$ cat src/verilog/ddp_params.svh
// Named constants for the DDR2 pin command and data interface.
// Assumes inclusion by bare name from the package and the design.
`ifndef DDP_PARAMS_SVH
`define DDP_PARAMS_SVH

// ****************************************************************
// Command codes on {row, column, write strobe}
// ****************************************************************
`define DDP_CODE_MODE_SET  3'h0
`define DDP_CODE_REFRESH   3'h1
`define DDP_CODE_PRECHARGE 3'h2
`define DDP_CODE_ACTIVE    3'h3
`define DDP_CODE_WRITE     3'h4
`define DDP_CODE_READ      3'h5
`define DDP_CODE_TERMINATE 3'h6
`define DDP_CODE_NOP       3'h7

// ****************************************************************
// Mode set fields and reset values
// ****************************************************************
`define DDP_EXT_MODE_ONE_BANK 3'h1
`define DDP_DIFF_STROBE_BIT   10
`define DDP_RST_DIFF_MODE     1'h0
`define DDP_RST_CMD_BANK      3'h0
`define DDP_RST_WORD          16'h0000
`define DDP_RST_LANES         2'h0

`endif

$ cat src/verilog/ddp_pkg.sv
// Types shared by the DDR2 pin command and data interface.
// Assumes ddp_params.svh is on the include path.
`include "ddp_params.svh"

package ddp_pkg;

    // ************************************************************
    // Decoded commands
    // ************************************************************
    typedef enum logic [2:0] {
        DDP_CMD_MODE_SET  = `DDP_CODE_MODE_SET,
        DDP_CMD_REFRESH   = `DDP_CODE_REFRESH,
        DDP_CMD_PRECHARGE = `DDP_CODE_PRECHARGE,
        DDP_CMD_ACTIVE    = `DDP_CODE_ACTIVE,
        DDP_CMD_WRITE     = `DDP_CODE_WRITE,
        DDP_CMD_READ      = `DDP_CODE_READ,
        DDP_CMD_TERMINATE = `DDP_CODE_TERMINATE,
        DDP_CMD_NOP       = `DDP_CODE_NOP
    } ddp_cmd_e;

    // ************************************************************
    // Read drive states, one-hot
    // ************************************************************
    typedef enum logic [1:0] {
        DDP_RD_IDLE  = 2'b01,
        DDP_RD_DRIVE = 2'b10
    } ddp_rd_state_e;

endpackage

$ cat src/verilog/ddp_core.sv
// Device side of a DDR2 pin command, address and data interface.
// Assumes all pins are asynchronous to clock_in and are sampled by it;
// the read data source sits on clock_in.
// What this block does
// - Commands carry and apply to the selected bank
// - Termination follows the sampled control input
// - Byte strobe driven by device on reads
// - Read strobe edge-aligned, write strobe centred
// - Lower strobe/mask bits 0-7, upper 8-15
// - Complement strobe used only in differential mode
// - Commands ignored while rank select high
// - Command decoded from three strobes plus rank
// - Masks sampled on both strobe edges
// - Masked write bytes captured with lane enable cleared
// - Control inputs sampled on rising clock crossing
// - Read data timed on both clock crossings
// - Clock enable gates command capture and sets the clocking flag
`timescale 1ns/1ps
`include "ddp_params.svh"

module ddp_core #(
    parameter int ADDR_W = 14,                          // Address pins
    parameter int BANK_W = 3                            // Bank select pins
) (
    input  wire logic              clock_in,            // System clock
    input  wire logic              rstn_in,             // Async reset, low
    input  wire logic              link_clk_in,         // True link clock pin
    input  wire logic              clock_enable_in,     // Clock enable pin
    input  wire logic              rank_select_n_in,    // Rank select, low
    input  wire logic              row_strobe_n_in,     // Row strobe, low
    input  wire logic              col_strobe_n_in,     // Column strobe, low
    input  wire logic              write_strobe_n_in,   // Write strobe, low
    input  wire logic [BANK_W-1:0] bank_select_lines_in, // Bank number
    input  wire logic [ADDR_W-1:0] address_in,          // Address pins
    input  wire logic              termination_control_in, // Termination
    input  wire logic [15:0]       data_lines_in,       // Data pins in
    output logic      [15:0]       data_lines_out,      // Data pins out
    output logic                   data_lines_oe_out,   // Data drive enable
    input  wire logic [1:0]        byte_strobe_in,      // Upper, lower strobe
    output logic      [1:0]        byte_strobe_out,     // Strobe out
    output logic                   byte_strobe_oe_out,  // Strobe enable
    input  wire logic [1:0]        byte_strobe_n_in,    // Complement in
    output logic      [1:0]        byte_strobe_n_out,   // Complement out
    output logic                   byte_strobe_n_oe_out, // Complement enable
    input  wire logic [1:0]        byte_mask_in,        // Upper, lower mask
    input  wire logic              rd_valid_in,         // Read word ready
    input  wire logic [15:0]       rd_data_in,          // Read word
    output logic                   cmd_valid_out,       // Command pulse
    output ddp_pkg::ddp_cmd_e      cmd_out,             // Decoded command
    output logic      [BANK_W-1:0] cmd_bank_out,        // Target bank
    output logic      [ADDR_W-1:0] cmd_addr_out,        // Command address
    output logic                   termination_on_out,  // Termination on
    output logic                   clocking_enabled_out, // Clocking active
    output logic                   diff_strobe_mode_out, // Differential mode
    output logic      [15:0]       wr_data_out,         // Captured write word
    output logic      [1:0]        wr_byte_en_out,      // Unmasked lanes
    output logic      [1:0]        wr_strobe_out        // Lane capture pulse
);
    import ddp_pkg::*;

    localparam int CTL_W = 6 + BANK_W + ADDR_W;         // Synced control bits
    localparam int DAT_W = 22;                          // Synced data bits

    // ************************************************************
    // Input synchronisers
    // ************************************************************
    logic [CTL_W-1:0] ctl_s1;                           // First stage
    logic [CTL_W-1:0] ctl_s2;                           // Second stage
    logic [DAT_W-1:0] dat_s1;                           // First stage
    logic [DAT_W-1:0] dat_s2;                           // Second stage
    logic             ck_s1;                            // Link clock stage 1
    logic             ck_s2;                            // Link clock stage 2
    logic             ck_s3;                            // Edge history
    logic [1:0]       dqs_s3;                           // Strobe history

    wire [CTL_W-1:0] ctl_raw = {clock_enable_in, rank_select_n_in,
                                row_strobe_n_in, col_strobe_n_in,
                                write_strobe_n_in, termination_control_in,
                                bank_select_lines_in, address_in};
    wire [DAT_W-1:0] dat_raw = {byte_strobe_in, byte_strobe_n_in,
                                byte_mask_in, data_lines_in};

    // Two flops on every pin before any logic
    always_ff @(posedge clock_in or negedge rstn_in) begin
        if (!rstn_in) begin
            ctl_s1 <= '0;
            ctl_s2 <= '0;
            dat_s1 <= '0;
            dat_s2 <= '0;
            ck_s1  <= 1'b0;
            ck_s2  <= 1'b0;
            ck_s3  <= 1'b0;
            dqs_s3 <= `DDP_RST_LANES;
        end else begin
            ctl_s1 <= ctl_raw;
            ctl_s2 <= ctl_s1;
            dat_s1 <= dat_raw;
            dat_s2 <= dat_s1;
            ck_s1  <= link_clk_in;
            ck_s2  <= ck_s1;
            ck_s3  <= ck_s2;
            dqs_s3 <= dat_s2[21:20];
        end
    end

    // ************************************************************
    // Decoded views of the synced pins
    // ************************************************************
    wire              cke_s  = ctl_s2[CTL_W-1];         // Clock enable
    wire              cs_n_s = ctl_s2[CTL_W-2];         // Rank select
    wire [2:0]        code_s = ctl_s2[CTL_W-3:CTL_W-5]; // Command strobes
    wire              odt_s  = ctl_s2[CTL_W-6];         // Termination
    wire [BANK_W-1:0] bank_s = ctl_s2[ADDR_W+BANK_W-1:ADDR_W]; // Bank
    wire [ADDR_W-1:0] addr_s = ctl_s2[ADDR_W-1:0];      // Address
    wire [1:0]        dqs_s  = dat_s2[21:20];           // True strobes
    wire [1:0]        dqsn_s = dat_s2[19:18];           // Complement strobes
    wire [1:0]        mask_s = dat_s2[17:16];           // Byte masks
    wire [15:0]       dq_s   = dat_s2[15:0];            // Data lines

    wire ck_rise  = ck_s2 & ~ck_s3;
    wire ck_edge  = ck_s2 ^ ck_s3;
    wire cmd_take = ck_rise & cke_s & ~cs_n_s;
    wire cmd_real = cmd_take & (code_s != `DDP_CODE_NOP);
    wire emr_one  = cmd_real & (code_s == `DDP_CODE_MODE_SET)
                  & (bank_s == `DDP_EXT_MODE_ONE_BANK);

    // ************************************************************
    // Command capture on the rising crossing
    // ************************************************************
    always_ff @(posedge clock_in or negedge rstn_in) begin
        if (!rstn_in) begin
            cmd_valid_out        <= 1'b0;
            cmd_out              <= DDP_CMD_NOP;
            cmd_bank_out         <= `DDP_RST_CMD_BANK;
            cmd_addr_out         <= '0;
            termination_on_out   <= 1'b0;
            clocking_enabled_out <= 1'b0;
            diff_strobe_mode_out <= `DDP_RST_DIFF_MODE;
        end else begin
            cmd_valid_out <= cmd_real;
            if (cmd_real) begin
                cmd_out      <= ddp_cmd_e'(code_s);
                cmd_bank_out <= bank_s;
                cmd_addr_out <= addr_s;
            end
            if (ck_rise) begin
                termination_on_out   <= odt_s;
                clocking_enabled_out <= cke_s;
            end
            if (emr_one) begin
                diff_strobe_mode_out <= addr_s[`DDP_DIFF_STROBE_BIT];
            end
        end
    end

    // ************************************************************
    // Read drive: data and strobe on both crossings
    // ************************************************************
    ddp_rd_state_e rd_state;                            // Drive state
    ddp_rd_state_e next_rd_state;                       // Next drive state

    always_comb begin
        next_rd_state = rd_state;
        case (rd_state)
            DDP_RD_IDLE: begin
                if (ck_edge && rd_valid_in) begin
                    next_rd_state = DDP_RD_DRIVE;
                end
            end
            DDP_RD_DRIVE: begin
                if (ck_edge && !rd_valid_in) begin
                    next_rd_state = DDP_RD_IDLE;
                end
            end
            default: begin
                next_rd_state = DDP_RD_IDLE;
            end
        endcase
    end

    wire       rd_beat    = ck_edge & rd_valid_in;
    wire       next_oe    = (next_rd_state == DDP_RD_DRIVE);
    wire [1:0] next_dqs   = rd_beat ? ~byte_strobe_out
                          : (next_oe ? byte_strobe_out : `DDP_RST_LANES);

    // Strobe toggles with each new word, so it is edge-aligned
    always_ff @(posedge clock_in or negedge rstn_in) begin
        if (!rstn_in) begin
            rd_state             <= DDP_RD_IDLE;
            data_lines_out       <= `DDP_RST_WORD;
            data_lines_oe_out    <= 1'b0;
            byte_strobe_out      <= `DDP_RST_LANES;
            byte_strobe_oe_out   <= 1'b0;
            byte_strobe_n_out    <= ~`DDP_RST_LANES;
            byte_strobe_n_oe_out <= 1'b0;
        end else begin
            rd_state             <= next_rd_state;
            if (rd_beat) begin
                data_lines_out <= rd_data_in;
            end
            data_lines_oe_out    <= next_oe;
            byte_strobe_out      <= next_dqs;
            byte_strobe_oe_out   <= next_oe;
            byte_strobe_n_out    <= ~next_dqs;
            byte_strobe_n_oe_out <= next_oe & diff_strobe_mode_out;
        end
    end

    // ************************************************************
    // Write capture, one lane per byte
    // ************************************************************
    genvar ln;
    generate
        for (ln = 0; ln < 2; ln++) begin : g_lane
            // Complement only qualifies the edge in differential mode
            wire pair_ok  = !diff_strobe_mode_out || (dqs_s[ln] != dqsn_s[ln]);
            wire dqs_edge = (dqs_s[ln] ^ dqs_s3[ln]) & pair_ok
                          & ~data_lines_oe_out;

            // Byte and mask taken together on either strobe edge
            always_ff @(posedge clock_in or negedge rstn_in) begin
                if (!rstn_in) begin
                    wr_data_out[ln*8 +: 8] <= 8'h00;
                    wr_byte_en_out[ln]     <= 1'b0;
                    wr_strobe_out[ln]      <= 1'b0;
                end else begin
                    wr_strobe_out[ln] <= dqs_edge;
                    if (dqs_edge) begin
                        wr_data_out[ln*8 +: 8] <= dq_s[ln*8 +: 8];
                        wr_byte_en_out[ln]     <= ~mask_s[ln];
                    end
                end
            end
        end
    endgenerate
endmodule

$ cat config.mk
export PLATFORM = sky130hd
export DESIGN_NAME = ddp_core
export DESIGN_NICKNAME = d
export VERILOG_FILES = /design/src/verilog/ddp_pkg.sv /design/src/verilog/ddp_core.sv
export VERILOG_INCLUDE_DIRS = /design/src /design/src/verilog
export SDC_FILE = /design/constraint.sdc
export NUM_CORES = 1
export LEC_CHECK = 0
export BUFFER_PORTS_ARGS = -buffer_cell sky130_fd_sc_hd__buf_2
export CAP_MARGIN = 25
export CORE_MARGIN = 2
export CORE_UTILIZATION = 51
export CTS_CLUSTER_SIZE = 24
export DETAILED_ROUTE_END_ITERATION = 10
export PLACE_DENSITY_LB_ADDON = 0.08
export SYNTH_ARGS = -nofsm -noshare
export SYNTH_HDL_FRONTEND = slang
export SYNTH_SLANG_ARGS = --single-unit
export TNS_END_PERCENT = 30
$ cat constraint.sdc
create_clock -name clock_in -period 2.1 [get_ports clock_in]
set_input_delay 0.21 -clock clock_in [delete_from_list [all_inputs] [get_ports clock_in]]
set_output_delay 0.21 -clock clock_in [all_outputs]
set_load 0.05 [all_outputs]
After elaboration in Yosys (flattened, before gate mapping)
Cells that the tools add are included.
{"block": "op_classes", "bitwise": 22, "n_mux": 5, "n_eq_ne": 7, "n_reduce_logical": 7}
{"cell": "$and 1x1->1", "n": 12}
{"cell": "$mux 2", "n": 4}
{"cell": "$not 1->1", "n": 5}
{"cell": "$eq 2x2->1 const B", "n": 2}
{"cell": "$not 2->2", "n": 2}
{"cell": "$pmux 2 s2", "n": 1}
{"cell": "$eq 3x1->1 const B", "n": 1}
{"cell": "$logic_not 3->1", "n": 1}
{"cell": "$ne 3x3->1 const B", "n": 1}
{"cell": "$xor 1x1->1", "n": 3}
{"cell": "$eq 2x1->1 const B", "n": 1}
{"cell": "$logic_and 1x1->1", "n": 2}
{"cell": "$logic_not 1->1", "n": 2}
{"cell": "$logic_or 1x1->1", "n": 2}
{"cell": "$ne 1x1->1", "n": 2}
{"block": "word_totals", "wordCells": 68, "inputBits": 65, "regBits": 163, "output_inout_bits": 67}

Longest topological paths before layout
{"block": "logic_depth", "ltp_word": 8, "ltp_mapped": 7, "mapped_depth_nobuf": 6}

Least setup slack after synthesis
OpenSTA, ideal clock, no wires.
{"block": "synth_path", "kind": "register -> register", "start": "reg ck_s3", "end": "reg cmd_addr_out[10]", "t_arrival_ns": 1.584, "setup_time_ns": 0.125, "path_stages_with_launch": 8, "path_slack_ns": 0.391, "path_buffers": 1, "t_required_ns": 1.975, "synth_period_minus_slack_ns": 1.709, "path_cell_list": "dfrtp_1 -> inv_1 -> ha_1 -> nand3b_1 -> a31o_2 -> inv_2 -> buf_6 -> mux2_2"}
{"block": "synth_via", "elab_chain_len": 5}
{"element": "start, declared", "line_no": "ddp_core.sv:73", "source": "logic ck_s3;"}
{"element": "start signal, assigned", "line_no": "ddp_core.sv:101", "source": "ck_s3 <= ck_s2;"}
{"element": "$not 1->1", "line_no": "ddp_core.sv:120", "source": "wire ck_rise = ck_s2 & ~ck_s3;"}
{"element": "$and 1x1->1", "line_no": "ddp_core.sv:120"}
{"element": "$and 1x1->1 (2 in a row)", "line_no": "ddp_core.sv:122", "source": "wire cmd_take = ck_rise & cke_s & ~cs_n_s;"}
{"element": "$and 1x1->1", "line_no": "ddp_core.sv:123", "source": "wire cmd_real = cmd_take & (code_s != `DDP_CODE_NOP);"}
{"element": "via cmd_real", "line_no": "ddp_core.sv:123"}
{"element": "end signal, assigned", "line_no": "ddp_core.sv:144", "source": "cmd_addr_out <= addr_s;"}
{"element": "end, declared", "line_no": "ddp_core.sv:51", "source": "output logic [ADDR_W-1:0] cmd_addr_out,"}
The timed path passes the listed nets, and every way through them passes these cells.
A chain may end at the register's enable or synchronous reset.

Worst setup path in the final report
{"block": "layout_path", "start": "reg ck_s3", "end": "reg cmd_addr_out[4]"}
{"block": "layout_via", "elab_chain_len": 5}
{"element": "$not 1->1", "line_no": "ddp_core.sv:120"}
{"element": "$and 1x1->1", "line_no": "ddp_core.sv:120"}
{"element": "$and 1x1->1 (2 in a row)", "line_no": "ddp_core.sv:122"}
{"element": "$and 1x1->1", "line_no": "ddp_core.sv:123"}
No other way between the ends.

==> reports/qor.yml <==
outcome: "finished clean"
grt_pass1_vias: 3118
grt_usage: 0.1818
first_pass_iters: 6
number_of_synthesized_flops_with_an_enable_pin: 0
critical-path-max-stage-delay_ns: 0.39
worst_slack_ns: 0.1965
critPathLaunchType: "flop"
gr-total-overflow: 0
grt_start_max_net_pins: 52
timing_hold_violations_final: 0
area_delta_synth_final_pct: 41.65
criticalPathCategory: "flop to flop"
gp_congestion: 0.7493
cts_max_level: 4
pwr_density_cell_nw_per_um2: 1285
most_numerous_cell_in_the_yosys_netlist: "sky130_fd_sc_hd__dfrtp_1"
critical_path.n_buffers_inverters: 2
syn-mean-instance-area_um2: 17.02
grt_first_pass_wirelength_mm: 15.03
placement.setup.worst_slack_ns: 0.2071
yosys_most_used_dff: "sky130_fd_sc_hd__dfrtp_1"
cts_root_buf: "sky130_fd_sc_hd__clkbuf_8"
critical_path_required_ns: 2.49
clk_pin_slew_ns: 0.06
floorplan.initialDensity: 0.5221
cts-root-to-sink-buffers: 2
coreArea_um2: 9684
share_of_final_layout_standard_cells_stronger_than_drive_strength_1: 0.4084
cts_repair_resize_count: 0
vdd_ir_drop_max_v: 0.0006203
buffer_ports.inserted: 131
num-nets-final: 579
detail_route.vias_per_cell: 4.575
hold_path_class: "input pin to flop"
yosysTopAreaCellShare: 0.7770
critical_path_peak_fanout: 18
hpwlAfterDp_mm: 5.730
netlist_instances: 297
timing_worst_slew_pin_value_ns: 0.5524
critical_path.cell_chain: "inv_1 -> ha_1 -> nand3b_1 -> a31o_2 -> inv_2 -> mux2_2"
drc: 0
netlist_top_cells_area: "sky130_fd_sc_hd__dfrtp_1 (78%), sky130_fd_sc_hd__mux2_2 (8.0%), sky130_fd_sc_hd__nand2_1 (3.7%), sky130_fd_sc_hd__dfstp_2 (3.1%), sky130_fd_sc_hd__a211oi_4 (0.79%)"
synth.top_cells.by_count: "sky130_fd_sc_hd__dfrtp_1 (157), sky130_fd_sc_hd__nand2_1 (50), sky130_fd_sc_hd__mux2_2 (36)"
pin_count: 132
worst_skew_late_latency_ns: 0.51
placement_rows: 36
rsz0062_at_grt: "no"
fp.dieW_um: 103.6
routed_wl_mm: 8.962
post_synth_instance_area_um2: 5056
fp.dieArea_um2: 10730
cts_tree: "built"
cts_num_sinks: 163
fillCellCount: 627
drt-wirelength-per-cell_um: 13.64
timing.max_cap.violations: 0
yosys.cell_types.count: 33
final_slew_viol_count: 0
ys_async_sr_fraction: 1.000
slew_headroom: 0.6305
setup_viol_count_final: 0
synthesis.yosys.warnings: 0
synth.net_count: 365
power.leakage_nw: 3.485
num_antenna_cells: 0
min_period_ns: 1.904
postSynthRegisterBits: 163
grt_antenna_before_repair: 0
die-height_um: 103.6
fmax_mhz: 525.3
post-synth-top-area-cell: "sky130_fd_sc_hd__dfrtp_1"
finClkSkew_ns: 0.005952
post-route-period-util: 0.9064
count_of_nets_left_with_antenna_violations_after_detail_routing: 0
synth-seq-area-share: 0.8082
fin_tns_setup_ns: 0
cp-end-kind: "flop"
critPathTopFamily: "multiplexers"
crit_arrival_ns: 2.30
cts_bufs_inserted: 17
vias: 3006
drt-initial-drc-count: 125
crit_slowest_cell: "sky130_fd_sc_hd__mux2_2"
-- final cells by class --
cell class,count,area [um2],share of cell area
Clock buffer,20,435.4,0.06080
Clock inverter,12,180.2,0.02516
Inverter,7,26.28,0.003669
Multi-Input combinational cell,121,909.6,0.1270
Sequential cell,163,4086,0.5706
Tap cell,133,166.4,0.02324
Timing Repair Buffer,201,1358,0.1896
-- power by group --
part | switching, W | internal (W) | total, W
clock | 0.00116 | 0.00197 | 0.00313
sequential | 0.000215 | 0.00358 | 0.00379
combinational | 0.00163 | 0.000652 | 0.00228
-- worst paths after layout --
check,from,to,slack [ns],cells after the start
max,ck_s3$_DFF_PN0_,cmd_addr_out[4]$_DFFE_PN0P_,0.20,6
min,rd_valid_in,byte_strobe_oe_out$_DFF_PN0_,0.19,4
max reg2reg,ck_s3$_DFF_PN0_,cmd_addr_out[4]$_DFFE_PN0P_,0.20,6
min reg2reg,ctl_s1[2]$_DFF_PN0_,ctl_s2[2]$_DFF_PN0_,0.34,0
max in group asynchronous,rstn_in,ctl_s1[2]$_DFF_PN0_,1.20,3
min in group asynchronous,rstn_in,dat_s1[0]$_DFF_PN0_,0.20,2
-- tightest hold or removal path, cell delays in order --
cell and delay [ns]:
sky130_fd_sc_hd__buf_2 0.12, sky130_fd_sc_hd__o211a_1 0.15, sky130_fd_sc_hd__a211oi_1 0.07, sky130_fd_sc_hd__nor2_1 0.10
-- cells by family (layout without fill, tap and decap cells) --
kind of cell / after synthesis / in the layout / synth area share
AO/OA/AOI/OAI: 16 / 16 / 0.03168
XOR/XNOR: 4 / 4 / 0.006930
adder cells (fa/ha/maj): 3 / 3 / 0.007425
buffers and inverters: 13 / 240 / 0.01188
flip-flops: 163 / 163 / 0.8082
multiplexers: 38 / 38 / 0.08414
AND/OR/NAND/NOR: 60 / 60 / 0.04975
-- placed cells by master (no fill, tap or decap), types with 2 or more instances in the layout --
cell type,count
sky130_fd_sc_hd__clkinv_4,3
sky130_fd_sc_hd__nor2_1,2
sky130_fd_sc_hd__clkbuf_1,2
sky130_fd_sc_hd__dfstp_2,6
sky130_fd_sc_hd__clkinvlp_4,2
sky130_fd_sc_hd__mux2_2,36
sky130_fd_sc_hd__o32ai_1,2
sky130_fd_sc_hd__dfrtp_1,157
sky130_fd_sc_hd__a211oi_4,2
sky130_fd_sc_hd__dlygate4sd3_1,63
sky130_fd_sc_hd__buf_4,6
sky130_fd_sc_hd__buf_2,130
sky130_fd_sc_hd__mux2i_1,2
sky130_fd_sc_hd__clkinv_2,2
sky130_fd_sc_hd__o32a_1,2
sky130_fd_sc_hd__o22a_1,3
sky130_fd_sc_hd__inv_1,6
sky130_fd_sc_hd__ha_1,3
sky130_fd_sc_hd__xor2_1,2
sky130_fd_sc_hd__nand2_1,50
sky130_fd_sc_hd__bufinv_16,4
sky130_fd_sc_hd__clkbuf_8,2
sky130_fd_sc_hd__xnor2_1,2
sky130_fd_sc_hd__clkbuf_16,16
-- layer usage --
layer | GRT usage | part of all wire | vias to the layer above
met5 | 0 | 0 | -
met4 | 0.07239 | 0.0070 | 0
met3 | 0.05916 | 0.045 | 7
met2 | 0.2886 | 0.52 | 90
met1 | 0.2352 | 0.43 | 1488
li1 | - | - | 1421
-- sequential cells by signal (all words and copies together), names as in the netlist, 2 cells and up --
register	cells
ctl_s1	23
ctl_s2	23
dat_s1	22
dat_s2	22
data_lines_out	16
wr_data_out	16
cmd_addr_out	14
cmd_bank_out	3
cmd_out	3
byte_strobe_n_out	2
byte_strobe_out	2
dqs_s3	2
rd_state	2
wr_byte_en_out	2
wr_strobe_out	2
-- through the flow --
step                      hold WS (ns)  area, um2  utilization  instances  total power [W]
after floorplan               -0.08559       5056            -        297         0.005437
after global placement          0.1749       5916       0.6109        562         0.005986
after detailed placement        0.1775       5916       0.6109        562         0.006053
after CTS                       0.1583       7162       0.7395        657         0.009313
after global routing            0.2166       7162       0.7395        657         0.009600
final                           0.1879       7162       0.7395        657         0.009201
-- repair_timing --
item / in CTS / in global routing
hold buffers: 63 / 0
hold endpoints to repair: 109 / 0
setup buffers: 0 / 0
Note: power is estimated with default switching activity, not from simulation.
